$ cat src/hw/apl_params.svh
/*
  Constants for the angle output and pulse-width latch block: register offsets,
  field positions, reset values and timing counts.
  Assumes a 25 MHz pclk; included by its bare name.
*/
`ifndef APL_PARAMS_SVH
`define APL_PARAMS_SVH

// Clock and timing
`define APL_CLK_KHZ            25000
`define APL_ANGLE_REFRESH_NS   2000
`define APL_ANGLE_REFRESH_CYC  ((`APL_ANGLE_REFRESH_NS * `APL_CLK_KHZ + 999999) / 1000000)
`define APL_REFRESH_CNT_W      6

// Register offsets (byte addresses)
`define APL_OFF_CFG            8'h00
`define APL_OFF_PWM_CFG        8'h04
`define APL_OFF_ZERO           8'h08
`define APL_OFF_ANGLE          8'h0C
`define APL_OFF_SERIAL         8'h10
`define APL_OFF_SENT           8'h14
`define APL_OFF_STATUS         8'h18

// Field positions
`define APL_CFG_MODE_LSB       0
`define APL_CFG_SENT_WIDE_BIT  2
`define APL_CFG_WADR_LSB       8
`define APL_PWM_BAND_LSB       0
`define APL_PWM_STEP_LSB       3
`define APL_STAT_DONE_BIT      0
`define APL_STAT_LEVEL_BIT     1
`define APL_STAT_PANG_LSB      16

// Reset values
`define APL_RST_MODE           2'h0
`define APL_RST_WADR           8'h00
`define APL_RST_BAND           3'h0
`define APL_RST_STEP           4'h0
`define APL_RST_ZERO           16'h0000

// Serial check field
`define APL_CRC_POLY           4'h3
`define APL_CRC_SEED           4'hF

// Carrier period grid, in microseconds and derived cycles
`define APL_PWM_BASE_US        320
`define APL_PWM_BAND_US        40
`define APL_PWM_BASE_CYC       (`APL_PWM_BASE_US * `APL_CLK_KHZ / 1000)
`define APL_PWM_BAND_CYC       (`APL_PWM_BAND_US * `APL_CLK_KHZ / 1000)
`define APL_PWM_FINE_HALF_CYC  125
`define APL_PWM_LEAD_PCT       5
`define APL_PWM_SPAN_PCT       90
`define APL_ANGLE_STEPS        4096

`endif

$ cat src/hw/apl_pkg.sv
/*
  Types shared by the angle output and pulse-width latch block.
  Assumes nothing beyond a SystemVerilog compiler.
*/
package apl_pkg;

  typedef enum logic [1:0] {
    APL_SER_12_FLAGS,
    APL_SER_15,
    APL_SER_20_CRC
  } apl_ser_mode_e;

  typedef enum logic [1:0] {
    APL_INIT_WAIT,
    APL_INIT_LOAD,
    APL_INIT_RUN
  } apl_init_e;

endpackage

$ cat src/hw/apl_top.sv
/*
  Angle output stage: periodic angle refresh, serial and SENT word latches,
  power-up shadow reload, APB register file and the open-drain pulse output.
  Assumes all pins synchronous to pclk (25 MHz) and an APB master on pclk.
*/
// Added by the designer: the address map and the APB interface to the registers.
`timescale 1ns/100ps
`include "apl_params.svh"

module apl_top #(
  parameter int POWER_ON_CYCLES = 64
) (
  input  wire logic        pclk,
  input  wire logic        presetn,
  input  wire logic [7:0]  paddr,
  input  wire logic        psel,
  input  wire logic        penable,
  input  wire logic        pwrite,
  input  wire logic [31:0] pwdata,
  output logic [31:0]      prdata,
  output logic             pready,
  output logic             pslverr,
  input  wire logic [15:0] angle_raw,
  input  wire logic [3:0]  err_flags,
  input  wire logic [1:0]  nvm_serial_mode,
  input  wire logic        nvm_sent_wide,
  input  wire logic [2:0]  nvm_carrier_band,
  input  wire logic [3:0]  nvm_carrier_fine_step,
  input  wire logic [15:0] nvm_zero_offset,
  input  wire logic        ser_cs_n,
  input  wire logic        ser_sclk,
  input  wire logic        sent_latch,
  output logic [19:0]      ser_word,
  output logic [15:0]      sent_word,
  output logic             pwm_pin_o,
  output logic             pwm_pin_oe,
  output logic             init_done
);

  localparam int REFRESH_GAP = `APL_ANGLE_REFRESH_CYC;

  apl_pkg::apl_init_e     init_state_reg;
  apl_pkg::apl_init_e     init_state_next;
  apl_pkg::apl_ser_mode_e ser_mode_w;

  logic [19:0] init_cnt_reg;
  logic [`APL_REFRESH_CNT_W-1:0] refresh_cnt_reg;
  logic [15:0] angle_reg;
  logic [15:0] angle_adj_w;
  logic        refresh_tick;
  logic        run_w;
  logic        load_w;

  logic [1:0]  mode_reg;
  logic        sent_wide_reg;
  logic [7:0]  wadr_reg;
  logic [2:0]  band_reg;
  logic [3:0]  step_reg;
  logic [15:0] zero_reg;

  logic        sclk_prev_reg;
  logic        frame_latched_reg;
  logic        ser_latch_pulse;
  logic [19:0] ser_word_reg;
  logic [19:0] ser_word_next;
  logic [15:0] sent_word_reg;
  logic [15:0] sent_word_next;
  logic        sent_take_w;

  logic        pwm_level;
  logic [11:0] pwm_angle;

  logic [31:0] prdata_reg;
  logic [31:0] rdata_w;
  logic        setup_w;
  logic        access_w;
  logic        wr_w;
  logic        hit_cfg;
  logic        hit_pwm;
  logic        hit_zero;
  logic        hit_angle;
  logic        hit_serial;
  logic        hit_sent;
  logic        hit_status;
  logic        mapped_w;

  function automatic logic [3:0] apl_crc4(input logic [15:0] d);
    logic [3:0] c;
    logic       fb;
    c = `APL_CRC_SEED;
    for (int i = 15; i >= 0; i--) begin
      fb = c[3] ^ d[i];
      c  = {c[2:0], 1'b0} ^ (fb ? `APL_CRC_POLY : 4'h0);
    end
    return c;
  endfunction

  // Power-up sequence
  assign run_w  = (init_state_reg == apl_pkg::APL_INIT_RUN);
  assign load_w = (init_state_reg == apl_pkg::APL_INIT_LOAD);

  always_comb begin
    init_state_next = init_state_reg;
    unique case (init_state_reg)
      apl_pkg::APL_INIT_WAIT: begin
        if (init_cnt_reg == 20'(POWER_ON_CYCLES - 1)) begin
          init_state_next = apl_pkg::APL_INIT_LOAD;
        end
      end
      apl_pkg::APL_INIT_LOAD: begin
        init_state_next = apl_pkg::APL_INIT_RUN;
      end
      apl_pkg::APL_INIT_RUN: begin
        init_state_next = apl_pkg::APL_INIT_RUN;
      end
      default: begin
        init_state_next = apl_pkg::APL_INIT_WAIT;
      end
    endcase
  end

  always_ff @(posedge pclk or negedge presetn) begin
    if (!presetn) begin
      init_state_reg <= apl_pkg::APL_INIT_WAIT;
      init_cnt_reg   <= 20'h0;
    end else begin
      init_state_reg <= init_state_next;
      if (init_state_reg == apl_pkg::APL_INIT_WAIT) begin
        init_cnt_reg <= init_cnt_reg + 20'h1;
      end
    end
  end

  // APB decode
  assign setup_w    = psel && !penable;
  assign access_w   = psel && penable;
  assign hit_cfg    = (paddr == `APL_OFF_CFG);
  assign hit_pwm    = (paddr == `APL_OFF_PWM_CFG);
  assign hit_zero   = (paddr == `APL_OFF_ZERO);
  assign hit_angle  = (paddr == `APL_OFF_ANGLE);
  assign hit_serial = (paddr == `APL_OFF_SERIAL);
  assign hit_sent   = (paddr == `APL_OFF_SENT);
  assign hit_status = (paddr == `APL_OFF_STATUS);
  assign mapped_w   = hit_cfg || hit_pwm || hit_zero || hit_angle
                   || hit_serial || hit_sent || hit_status;
  // Writes ignored until power-up reload is done
  assign wr_w       = access_w && pwrite && mapped_w && run_w;
  assign pready     = 1'b1;
  assign pslverr    = access_w && !mapped_w;

  assign rdata_w =
      hit_cfg    ? (32'(mode_reg) << `APL_CFG_MODE_LSB)
                 | (32'(sent_wide_reg) << `APL_CFG_SENT_WIDE_BIT)
                 | (32'(wadr_reg) << `APL_CFG_WADR_LSB) :
      hit_pwm    ? (32'(band_reg) << `APL_PWM_BAND_LSB)
                 | (32'(step_reg) << `APL_PWM_STEP_LSB) :
      hit_zero   ? 32'(zero_reg) :
      hit_angle  ? 32'(angle_reg) :
      hit_serial ? 32'(ser_word_reg) :
      hit_sent   ? 32'(sent_word_reg) :
      hit_status ? (32'(run_w) << `APL_STAT_DONE_BIT)
                 | (32'(pwm_level) << `APL_STAT_LEVEL_BIT)
                 | (32'(pwm_angle) << `APL_STAT_PANG_LSB) :
                   32'h0000_0000;

  always_ff @(posedge pclk or negedge presetn) begin
    if (!presetn) begin
      prdata_reg <= 32'h0000_0000;
    end else if (setup_w) begin
      prdata_reg <= rdata_w;
    end
  end

  assign prdata = prdata_reg;

  // Shadow configuration: reset defaults, reload, then software writes
  always_ff @(posedge pclk or negedge presetn) begin
    if (!presetn) begin
      mode_reg      <= `APL_RST_MODE;
      sent_wide_reg <= 1'b0;
      wadr_reg      <= `APL_RST_WADR;
      band_reg      <= `APL_RST_BAND;
      step_reg      <= `APL_RST_STEP;
      zero_reg      <= `APL_RST_ZERO;
    end else if (load_w) begin
      mode_reg      <= nvm_serial_mode;
      sent_wide_reg <= nvm_sent_wide;
      band_reg      <= nvm_carrier_band;
      step_reg      <= nvm_carrier_fine_step;
      zero_reg      <= nvm_zero_offset;
    end else if (wr_w) begin
      if (hit_cfg) begin
        mode_reg      <= pwdata[`APL_CFG_MODE_LSB +: 2];
        sent_wide_reg <= pwdata[`APL_CFG_SENT_WIDE_BIT];
        wadr_reg      <= pwdata[`APL_CFG_WADR_LSB +: 8];
      end
      if (hit_pwm) begin
        band_reg <= pwdata[`APL_PWM_BAND_LSB +: 3];
        step_reg <= pwdata[`APL_PWM_STEP_LSB +: 4];
      end
      if (hit_zero) begin
        zero_reg <= pwdata[15:0];
      end
    end
  end

  // Angle refresh
  assign angle_adj_w  = angle_raw - zero_reg;
  assign refresh_tick = run_w
                     && (refresh_cnt_reg == `APL_REFRESH_CNT_W'(REFRESH_GAP - 1));

  always_ff @(posedge pclk or negedge presetn) begin
    if (!presetn) begin
      refresh_cnt_reg <= '0;
      angle_reg       <= 16'h0000;
    end else if (refresh_tick) begin
      refresh_cnt_reg <= '0;
      angle_reg       <= angle_adj_w;
    end else if (run_w) begin
      refresh_cnt_reg <= refresh_cnt_reg + `APL_REFRESH_CNT_W'(1);
    end
  end

  // Serial word latch on first clock edge of a frame
  assign ser_mode_w = apl_pkg::apl_ser_mode_e'(mode_reg);
  assign ser_latch_pulse = run_w && !ser_cs_n && (ser_sclk != sclk_prev_reg)
                        && !frame_latched_reg;

  always_comb begin
    ser_word_next = 20'h00000;
    unique case (ser_mode_w)
      apl_pkg::APL_SER_12_FLAGS: begin
        ser_word_next = {4'h0, err_flags, angle_reg[15:4]};
      end
      apl_pkg::APL_SER_15: begin
        ser_word_next = {5'h00, angle_reg[15:1]};
      end
      apl_pkg::APL_SER_20_CRC: begin
        ser_word_next = {angle_reg, apl_crc4(angle_reg)};
      end
      default: begin
        ser_word_next = {4'h0, err_flags, angle_reg[15:4]};
      end
    endcase
  end

  always_ff @(posedge pclk or negedge presetn) begin
    if (!presetn) begin
      sclk_prev_reg     <= 1'b0;
      frame_latched_reg <= 1'b0;
      ser_word_reg      <= 20'h00000;
    end else begin
      sclk_prev_reg     <= ser_sclk;
      frame_latched_reg <= !ser_cs_n && (frame_latched_reg || ser_latch_pulse);
      if (ser_latch_pulse) begin
        ser_word_reg <= ser_word_next;
      end
    end
  end

  assign ser_word = ser_word_reg;

  // SENT angle packet
  assign sent_take_w    = run_w && sent_latch;
  assign sent_word_next = sent_wide_reg ? angle_reg : {4'h0, angle_reg[15:4]};

  always_ff @(posedge pclk or negedge presetn) begin
    if (!presetn) begin
      sent_word_reg <= 16'h0000;
    end else if (sent_take_w) begin
      sent_word_reg <= sent_word_next;
    end
  end

  assign sent_word = sent_word_reg;

  // Pulse output
  apl_pwm_period u_pwm (
    .pclk         (pclk),
    .presetn      (presetn),
    .run          (run_w),
    .band         (band_reg),
    .step         (step_reg),
    .angle        (angle_reg[15:4]),
    .level        (pwm_level),
    .angle_held   (pwm_angle),
    .period_start ()
  );

  // Open drain: only ever pulls low
  assign pwm_pin_o  = 1'b0;
  assign pwm_pin_oe = !pwm_level;
  assign init_done  = run_w;
endmodule

$ cat src/hw/apl_pwm_period.sv
/*
  Carrier period counter and duty generator for the pulse-width output.
  Assumes band, step and angle come from pclk-domain registers.
*/
`timescale 1ns/100ps
`include "apl_params.svh"

module apl_pwm_period (
  input  wire logic        pclk,
  input  wire logic        presetn,
  input  wire logic        run,
  input  wire logic [2:0]  band,
  input  wire logic [3:0]  step,
  input  wire logic [11:0] angle,
  output logic             level,
  output logic [11:0]      angle_held,
  output logic             period_start
);

  logic [17:0] period_reg;
  logic [17:0] count_reg;
  logic [11:0] angle_reg;
  logic        level_reg;
  logic [23:0] band_pow_w;
  logic [23:0] period_w;
  logic [39:0] high_w;
  logic        wrap_w;

  assign band_pow_w = 24'h1 << band;
  // Period from band and fine step
  assign period_w = 24'(`APL_PWM_BASE_CYC)
                  + 24'(`APL_PWM_BAND_CYC) * (band_pow_w - 24'h1)
                  + ((24'(`APL_PWM_FINE_HALF_CYC) * 24'(step) * band_pow_w) >> 1);
  // High time: lead-in plus angle share of the middle span
  assign high_w = (40'(period_reg)
                   * (40'(`APL_PWM_LEAD_PCT * `APL_ANGLE_STEPS)
                      + 40'(`APL_PWM_SPAN_PCT) * 40'(angle_reg)))
                  / 40'(100 * `APL_ANGLE_STEPS);
  assign wrap_w = !run || (count_reg == period_reg - 18'h1);
  assign period_start = run && (count_reg == 18'h0);

  always_ff @(posedge pclk or negedge presetn) begin
    if (!presetn) begin
      period_reg <= 18'(`APL_PWM_BASE_CYC);
      count_reg  <= 18'h0;
      angle_reg  <= 12'h000;
    end else if (wrap_w) begin
      count_reg  <= 18'h0;
      period_reg <= period_w[17:0];
      angle_reg  <= angle;
    end else begin
      count_reg  <= count_reg + 18'h1;
    end
  end

  always_ff @(posedge pclk or negedge presetn) begin
    if (!presetn) begin
      level_reg <= 1'b0;
    end else begin
      level_reg <= run && (40'(count_reg) < high_w);
    end
  end

  assign level = level_reg;
  assign angle_held = angle_reg;
endmodule

$ cat config.mk
export PLATFORM = sky130hd
export DESIGN_NAME = apl_top
export DESIGN_NICKNAME = d
export VERILOG_FILES = /design/src/hw/apl_pkg.sv /design/src/hw/apl_top.sv /design/src/hw/apl_pwm_period.sv
export VERILOG_INCLUDE_DIRS = /design/src /design/src/hw
export SDC_FILE = /design/constraint.sdc
export NUM_CORES = 1
export LEC_CHECK = 0
export BUFFER_PORTS_ARGS = -buffer_cell sky130_fd_sc_hd__buf_2
export CORE_UTILIZATION = 45
export CTS_CLUSTER_DIAMETER = 200
export DETAILED_ROUTE_END_ITERATION = 12
export PLACE_DENSITY = 0.7
export SYNTH_ARGS = -nofsm -noshare
export SYNTH_HDL_FRONTEND = slang
export SYNTH_SLANG_ARGS = --single-unit
$ cat constraint.sdc
create_clock -name pclk -period 36.2 [get_ports pclk]
set_input_delay 3.62 -clock pclk [delete_from_list [all_inputs] [get_ports pclk]]
set_output_delay 3.62 -clock pclk [all_outputs]
set_load 0.1 [all_outputs]
==> impl_results.html, run 1 <==
<table>
<tr><th>Metric</th><th>Value</th></tr>
<tr><th colspan="2">Outcome</th></tr>
<tr><td>Run status</td><td>complete, no violations</td></tr>
<tr><th colspan="2">Synth</th></tr>
<tr><td>Post-synthesis instance area</td><td>about 35000 um2</td></tr>
<tr><td>Synth Area per Inst</td><td>about 8.5 um2</td></tr>
<tr><td>Most used standard cells in the synthesized netlist</td><td>sky130_fd_sc_hd__inv_1, sky130_fd_sc_hd__nand2_1, sky130_fd_sc_hd__fa_1</td></tr>
<tr><td>Cell type with the highest aggregate area in the netlist</td><td>sky130_fd_sc_hd__fa_1</td></tr>
<tr><td>XOR/XNOR Fraction of Synth Area</td><td>6.37%</td></tr>
<tr><td>Share of cell area taken by muxes after synthesis</td><td>under 10%</td></tr>
<tr><td>Most instantiated library cell after synthesis</td><td>sky130_fd_sc_hd__inv_1</td></tr>
<tr><td>Adder-cell share of the synthesized area</td><td>between 30% and 40%</td></tr>
<tr><td>Number of flip-flops and latches in the synthesized netlist</td><td>a little under 200</td></tr>
<tr><td>Area share of the leading cell type in the synthesized netlist</td><td>between 20% and 30%</td></tr>
<tr><td>Combinational family with the most area after synthesis</td><td>adder cells</td></tr>
<tr><td>Number of warnings printed during yosys synthesis</td><td>0</td></tr>
<tr><td>Post-synthesis instance total</td><td>4086</td></tr>
<tr><td>Top area cells in the synthesized netlist</td><td>sky130_fd_sc_hd__fa_1, sky130_fd_sc_hd__dfrtp_1, sky130_fd_sc_hd__ha_1</td></tr>
<tr><td>Share of the synthesized area in compound gates (AO/OA/AOI/OAI)</td><td>17.4%</td></tr>
<tr><td>Ys flop type</td><td>sky130_fd_sc_hd__dfrtp_1</td></tr>
<tr><td>Library cells used by synthesis</td><td>129</td></tr>
<tr><td>Simple-gate portion of the synthesized area</td><td>16.6%</td></tr>
<tr><td>Number of flops mapped to enable cells by yosys</td><td>0</td></tr>
<tr><td>Sequential-to-total area share from yosys stat</td><td>between 10% and 20%</td></tr>
<tr><td>Proportion of register bits with asynchronous set or reset after synthesis</td><td>100%</td></tr>
<tr><th colspan="2">Setup path</th></tr>
<tr><td>Critical path's largest stage delay</td><td>0.92 ns</td></tr>
<tr><td>Total stage count of the critical path</td><td>86</td></tr>
<tr><td>Buffer and inverter count on the worst path</td><td>5</td></tr>
<tr><td>FF-to-FF path depth</td><td>86</td></tr>
<tr><td>Crit-path slowest cell</td><td>sky130_fd_sc_hd__o41ai_1</td></tr>
<tr><td>Register-to-Register Setup Slack</td><td>between 7 and 8 ns</td></tr>
<tr><td>Required time worst endpoint</td><td>around 36 ns</td></tr>
<tr><td>Library cell appearing most often on the critical path</td><td>sky130_fd_sc_hd__a21oi_1</td></tr>
<tr><td>Critical Path Sink Type</td><td>flip-flop</td></tr>
<tr><td>Data arrival time of the critical path</td><td>28.50 ns</td></tr>
<tr><td>Setup crit start kind</td><td>flip-flop</td></tr>
<tr><td>Critical path fanouts, max</td><td>19</td></tr>
<tr><td>Family of cells with the greatest summed delay on the critical path</td><td>compound AO/OA/AOI/OAI gates</td></tr>
<tr><td>Category of the most critical setup path</td><td>reg2reg</td></tr>
<tr><th colspan="2">Detailed routing</th></tr>
<tr><td>DR pass1 iterations</td><td>6</td></tr>
<tr><td>Final WL</td><td>90.2 mm</td></tr>
<tr><td>Post-route DRC violation count</td><td>0</td></tr>
<tr><td>Detail Route Antenna Nets</td><td>0</td></tr>
<tr><td>Routed vias</td><td>29000</td></tr>
<tr><td>DRT iter0 DRCs</td><td>between 2000 and 2500</td></tr>
<tr><td>DR WL/cell</td><td>about 18 um</td></tr>
<tr><td>Average via count per standard cell</td><td>5.62</td></tr>
<tr><th colspan="2">Cells and area</th></tr>
<tr><td>Share of the core filled with cells</td><td>48.4%</td></tr>
<tr><td>Final-stage net count</td><td>around 4900</td></tr>
<tr><td>Final std cell area, no fill</td><td>36800 um2</td></tr>
<tr><td>Max FFs per register</td><td>28</td></tr>
<tr><td>Signed area change from the synthesized netlist to the final layout</td><td>6.32%</td></tr>
<tr><td>Fraction of layout instances using a drive strength above 1</td><td>8.75%</td></tr>
<tr><td>Multi-input gate area in the final layout</td><td>between 20000 and 30000 um2</td></tr>
<tr><td>Fill cell count</td><td>between 7000 and 8000</td></tr>
<tr><td>Sequential cell area</td><td>4840 um2</td></tr>
<tr><td>Antenna cell count</td><td>0</td></tr>
<tr><th colspan="2">Clock tree</th></tr>
<tr><td>H-tree levels</td><td>4</td></tr>
<tr><td>TritonCTS Buffers</td><td>17</td></tr>
<tr><td>Number of gates resized after cts</td><td>0</td></tr>
<tr><td>Post-CTS Hold Fix Bufs</td><td>0</td></tr>
<tr><td>Number of sinks handled by clock tree synthesis</td><td>193</td></tr>
<tr><td>CTS Root Buffer Type</td><td>sky130_fd_sc_hd__clkbuf_16</td></tr>
<tr><td>CTS clk-pin slew, worst paths</td><td>0.07 ns</td></tr>
<tr><td>Buffer levels on the longest clock path</td><td>2</td></tr>
<tr><td>Number of buffers inserted to repair setup after CTS</td><td>0</td></tr>
<tr><td>Clock tree from TritonCTS</td><td>yes</td></tr>
<tr><td>Skew-Pair Late Insertion Delay</td><td>0.50 ns</td></tr>
<tr><th colspan="2">GRT</th></tr>
<tr><td>First-pass GRT wire length</td><td>150 mm</td></tr>
<tr><td>Global-route usage over all layers</td><td>23.7%</td></tr>
<tr><td>Residual overflow from global routing</td><td>0</td></tr>
<tr><td>Vias in the first global route</td><td>about 29000</td></tr>
<tr><td>Largest net degree at the start of global routing</td><td>121</td></tr>
<tr><td>Antenna violations before repair</td><td>1</td></tr>
<tr><th colspan="2">STA</th></tr>
<tr><td>Headroom to the max-slew limit</td><td>between 20% and 30%</td></tr>
<tr><td>Highest attainable clock frequency</td><td>35.3 MHz</td></tr>
<tr><td>Setup TNS Final</td><td>0 ns</td></tr>
<tr><td>Final Hold Fails</td><td>0</td></tr>
<tr><td>Clock period minus worst slack</td><td>~28 ns</td></tr>
<tr><td>Fin crit share</td><td>78.2%</td></tr>
<tr><td>Clock Skew</td><td>0.0199 ns</td></tr>
<tr><td>Max Slew Vio Count</td><td>0</td></tr>
<tr><td>Final setup violating endpoints</td><td>0</td></tr>
<tr><td>RSZ-0062 raised after global routing</td><td>no</td></tr>
<tr><td>Setup slack of the critical path after layout</td><td>7.91 ns</td></tr>
<tr><td>Slew at the pin closest to its max-slew limit</td><td>1.14 ns</td></tr>
<tr><th colspan="2">Placement</th></tr>
<tr><td>IO buf count</td><td>144</td></tr>
<tr><td>Routability cong.</td><td>0.905</td></tr>
<tr><td>Dpl ws</td><td>8.26 ns</td></tr>
<tr><td>Hpwl dp</td><td>70.3 mm</td></tr>
<tr><td>Post-placement cell area</td><td>36200 um2</td></tr>
<tr><th colspan="2">Floorplanning</th></tr>
<tr><td>Effective utilization at floorplan</td><td>45.5%</td></tr>
<tr><td>Die height</td><td>279 um</td></tr>
<tr><td>Number of placement rows</td><td>101</td></tr>
<tr><td>Top-level I/O count</td><td>167</td></tr>
<tr><td>Core outline area</td><td>roughly 76000 um2</td></tr>
<tr><td>Die outline area</td><td>78100 um2</td></tr>
<tr><td>DIE WIDTH</td><td>279 um</td></tr>
<tr><th colspan="2">Job</th></tr>
<tr><td>Max-cap violations</td><td>0</td></tr>
<tr><th colspan="2">Worst hold path</th></tr>
<tr><td>Number of instances on the worst hold path</td><td>2</td></tr>
<tr><td>Hold WC Path Type</td><td>reg2reg</td></tr>
</table>
## metal layers
metal | track usage [%] | vias up | share of wire, %
met5 | 0 | - | 0
met4 | 7.99 | 0 | 3.1
met3 | 4.68 | 162 | 7.2
met2 | 39.0 | 1006 | 47
met1 | 31.0 | 14100 | 43
li1 | - | 13700 | -
## worst paths after layout
check                                     from                  end
min in group asynchronous              presetn           prdata[12]
min reg2reg                         prdata[14]           prdata[14]
max in group asynchronous              presetn  u_pwm.angle_held[7]
min                                 prdata[14]           prdata[14]
max                        u_pwm.angle_held[2]          u_pwm.level
max reg2reg                u_pwm.angle_held[2]          u_pwm.level
## worst register-to-register path, delay by kind of cell, from the launching register on
family / cells / cell delay (ns)
fa+ha+maj: 13 / 6.22
simple gates: 12 / 3.88
xor+xnor: 4 / 1.74
mux: 5 / 1.57
compound gates: 47 / 13.49
buf+inv: 5 / 0.64
flops: 1 / 0.46
## kinds of logic (layout without fill, tap and decap cells)
group,count (synthesis),count (layout)
fa+ha+maj,712,712
buf+inv,761,781
mux,102,102
xor+xnor,247,247
flops,193,193
compound gates,862,862
simple gates,1207,1207
other cells,2,20
## layout make-up
type / instances / share of cell area, %
multi-input combinational: 3150 / 73.2
sequential: 193 / 13.1
inverter: 566 / 5.78
tap: 1030 / 3.50
timing repair buffer: 183 / 2.78
clock buffer: 22 / 1.32
clock inverter: 10 / 0.316
## per-stage QoR
step / std cells / hold WS (ns)
after floorplan: 4104 / 0.447
after global placement: 5122 / 0.458
after detailed placement: 5122 / 0.470
after CTS: 5154 / 0.487
after global routing: 5154 / 0.495
final: 5154 / 0.478
## placed cells by master, fill, tap and decap left out, drive strengths merged, types with 34 or more instances in the layout
cell,Yosys,routed
nand2,497,497
buf,53,182
inv,564,568
nor3,67,67
mux2,35,35
and2,158,158
o21bai,41,41
mux2i,67,67
a21oi,198,198
fa,380,380
a211oi,34,34
nor2,218,218
and3,36,36
ha,328,328
a21o,62,62
dfrtp,187,187
nand3,68,68
xor2,70,70
o21ai,213,213
nand4,37,37
xnor2,176,176
nand2b,38,38
Power of run 1 is left out: the tool's default activity adds up to more than one toggle a clock period on the data nets, which glitch-free logic cannot reach.
==> inputs of run 2 (changes only) <==
- PLACE_DENSITY: 0.7 -> 0.72
- clock period: 36.2 -> 25.7 ns (I/O delays scaled with it)
==> impl_results.html, run 2 (synthesis gave the netlist of run 1 again) <==
<table>
<tr><th>Metric</th><th>Value</th></tr>
<tr><th colspan="2">Detailed routing</th></tr>
<tr><td>Routed vias</td><td>29600</td></tr>
<tr><td>DRT iter0 DRCs</td><td>2284</td></tr>
<tr><td>DR pass1 iterations</td><td>6</td></tr>
<tr><td>Post-route DRC violation count</td><td>0</td></tr>
<tr><td>Average via count per standard cell</td><td>between 5 and 6</td></tr>
<tr><td>DR WL/cell</td><td>about 17 um</td></tr>
<tr><td>Final WL</td><td>91.9 mm</td></tr>
<tr><td>Detail Route Antenna Nets</td><td>0</td></tr>
<tr><th colspan="2">Placement</th></tr>
<tr><td>Routability cong.</td><td>0.924</td></tr>
<tr><td>Hpwl dp</td><td>71.8 mm</td></tr>
<tr><td>IO buf count</td><td>144</td></tr>
<tr><td>Post-placement cell area</td><td>around 37000 um2</td></tr>
<tr><th colspan="2">STA</th></tr>
<tr><td>Final Hold Fails</td><td>0</td></tr>
<tr><td>Slew at the pin closest to its max-slew limit</td><td>between 1 and 1.5 ns</td></tr>
<tr><td>Clock Skew</td><td>0.0190 ns</td></tr>
<tr><td>Max Slew Vio Count</td><td>0</td></tr>
<tr><td>Highest attainable clock frequency</td><td>40.8 MHz</td></tr>
<tr><td>Fin crit share</td><td>95.4%</td></tr>
<tr><td>Clock period minus worst slack</td><td>24.52 ns</td></tr>
<tr><td>Final setup violating endpoints</td><td>0</td></tr>
<tr><td>Headroom to the max-slew limit</td><td>20.1%</td></tr>
<tr><th colspan="2">Setup path</th></tr>
<tr><td>Category of the most critical setup path</td><td>reg2reg</td></tr>
<tr><td>Setup crit start kind</td><td>flip-flop</td></tr>
<tr><td>Data arrival time of the critical path</td><td>24.95 ns</td></tr>
<tr><td>Required time worst endpoint</td><td>~26 ns</td></tr>
<tr><td>Family of cells with the greatest summed delay on the critical path</td><td>compound AO/OA/AOI/OAI gates</td></tr>
<tr><td>Register-to-Register Setup Slack</td><td>1.18 ns</td></tr>
<tr><td>Critical path's largest stage delay</td><td>0.55 ns</td></tr>
<tr><td>FF-to-FF path depth</td><td>just under 100</td></tr>
<tr><td>Critical path fanouts, max</td><td>13</td></tr>
<tr><td>Worst flop-to-flop path endpoint</td><td>u_pwm.level</td></tr>
<tr><td>Crit-path slowest cell</td><td>sky130_fd_sc_hd__o41ai_1</td></tr>
<tr><td>Buffer and inverter count on the worst path</td><td>17</td></tr>
<tr><td>Start of the worst register-to-register path</td><td>u_pwm.angle_held[6]</td></tr>
<tr><td>Critical Path Sink Type</td><td>flip-flop</td></tr>
<tr><td>Library cell appearing most often on the critical path</td><td>sky130_fd_sc_hd__buf_4</td></tr>
<tr><th colspan="2">Clock tree</th></tr>
<tr><td>Buffer levels on the longest clock path</td><td>2</td></tr>
<tr><td>Skew-Pair Late Insertion Delay</td><td>0.49 ns</td></tr>
<tr><td>CTS Root Buffer Type</td><td>sky130_fd_sc_hd__clkbuf_16</td></tr>
<tr><td>Clock tree from TritonCTS</td><td>yes</td></tr>
<tr><td>TritonCTS Buffers</td><td>17</td></tr>
<tr><td>CTS clk-pin slew, worst paths</td><td>roughly 0.09 ns</td></tr>
<tr><td>Number of sinks handled by clock tree synthesis</td><td>between 150 and 200</td></tr>
<tr><td>H-tree levels</td><td>4</td></tr>
<tr><th colspan="2">Floorplanning</th></tr>
<tr><td>Die outline area</td><td>78100 um2</td></tr>
<tr><td>Top-level I/O count</td><td>between 150 and 200</td></tr>
<tr><td>Number of placement rows</td><td>roughly 100</td></tr>
<tr><td>Effective utilization at floorplan</td><td>45.5%</td></tr>
<tr><td>Core outline area</td><td>76100 um2</td></tr>
<tr><td>DIE WIDTH</td><td>279 um</td></tr>
<tr><td>Die height</td><td>roughly 280 um</td></tr>
<tr><th colspan="2">GRT</th></tr>
<tr><td>Global-route usage over all layers</td><td>23.9%</td></tr>
<tr><td>First-pass GRT wire length</td><td>152 mm</td></tr>
<tr><td>Residual overflow from global routing</td><td>0</td></tr>
<tr><td>Antenna violations before repair</td><td>4</td></tr>
<tr><td>Vias in the first global route</td><td>29700</td></tr>
<tr><td>Largest net degree at the start of global routing</td><td>123</td></tr>
<tr><th colspan="2">Worst hold path</th></tr>
<tr><td>Source of the worst hold timing path</td><td>prdata[14]</td></tr>
<tr><td>Hold WC Path Type</td><td>reg2reg</td></tr>
<tr><td>Endpoint, Worst Hold</td><td>prdata[14]</td></tr>
<tr><td>Number of instances on the worst hold path</td><td>2</td></tr>
<tr><th colspan="2">Cells and area</th></tr>
<tr><td>Final-stage net count</td><td>5043</td></tr>
<tr><td>Fill cell count</td><td>7224</td></tr>
<tr><td>Most used cells in the layout excluding fill and tap cells</td><td>sky130_fd_sc_hd__inv_1, sky130_fd_sc_hd__nand2_1, sky130_fd_sc_hd__fa_1</td></tr>
<tr><td>Max FFs per register</td><td>28</td></tr>
<tr><td>Fraction of layout instances using a drive strength above 1</td><td>12.5%</td></tr>
<tr><td>Final std cell area, no fill</td><td>38100 um2</td></tr>
<tr><td>Most common cell after layout, fill and taps aside</td><td>sky130_fd_sc_hd__inv_1</td></tr>
<tr><td>Signed area change from the synthesized netlist to the final layout</td><td>10.0%</td></tr>
<tr><th colspan="2">Outcome</th></tr>
<tr><td>Run status</td><td>complete, no violations</td></tr>
<tr><th colspan="2">Job</th></tr>
<tr><td>Max-cap violations</td><td>0</td></tr>
</table>
==> run 2: changes by cell type in the layout (fill, tap and decap cells not counted), moves of 3 or more <==
cell | before | now
sky130_fd_sc_hd__a21oi_2 | 4 | 8
sky130_fd_sc_hd__a21oi_1 | 192 | 188
sky130_fd_sc_hd__nor2_2 | 2 | 5
sky130_fd_sc_hd__nor2_1 | 216 | 213
sky130_fd_sc_hd__buf_4 | 39 | 169
sky130_fd_sc_hd__o21ai_0 | 192 | 188
sky130_fd_sc_hd__clkbuf_8 | 5 | 2
sky130_fd_sc_hd__xor2_1 | 69 | 66
sky130_fd_sc_hd__ha_2 | 0 | 4
sky130_fd_sc_hd__ha_1 | 328 | 323
==> run 2: worst max-delay path by stage <==
stage          slack, ns  depth (start not counted)          end           startpoint
2_1_floorplan       3.60                         99  u_pwm.level  u_pwm.angle_held[0]
3_3_place_gp        0.94                        102  u_pwm.level  u_pwm.angle_held[6]
3_5_place_dp        0.55                        104  u_pwm.level  u_pwm.angle_held[6]
4_1_cts             0.41                        104  u_pwm.level  u_pwm.angle_held[6]
5_1_grt            -0.03                        107  u_pwm.level  u_pwm.angle_held[2]
6_report            1.18                         99  u_pwm.level  u_pwm.angle_held[6]
==> run 2: routing by layer <==
layer | track usage [%] | wire length (um) | up-vias
li1 | - | - | 14000
met1 | 30.8 | 39100 | 14500
met2 | 40.0 | 43400 | 981
met3 | 4.50 | 6580 | 158
met4 | 8.08 | 2790 | 4
met5 | 0 | 21 | -
==> run 2: area by class of cell <==
class,count,area (um2),share of cell area [%]
Antenna cell,1,2.50,0.00657
Clock buffer,20,447,1.17
Clock inverter,12,170,0.447
Inverter,566,2130,5.58
Multi-Input combinational cell,3150,27200,71.5
Sequential cell,193,4840,12.7
Tap cell,1030,1290,3.38
Timing Repair Buffer,313,2000,5.25
==> run 2: tightest hold or removal path: cells and delay by family (launching register included) <==
kind	cells	cell delay [ns]
compound gates	1	0.06
flops	1	0.35
simple gates	1	0.05
==> run 2: per-stage QoR <==
step	TNS, ns	std cells	util (%)	hold WS, ns	worst slack (ns)
after global routing	-0.0325	5285	50.1	0.500	-0.0325
final	0	5285	50.1	0.486	1.18
after detailed placement	0	5248	48.8	0.461	0.555
after floorplan	0	4104	-	0.447	3.60
after global placement	0	5248	48.8	0.462	0.941
after CTS	0	5280	49.6	0.486	0.415
==> run 2: what timing repair did <==
item                       in CTS  in global routing
setup endpoints to repair       0                  1
gates resized for setup         0                 58
hold buffers                    0                  0
setup buffers                   0                  4
Power of run 2 is left out for the same reason.
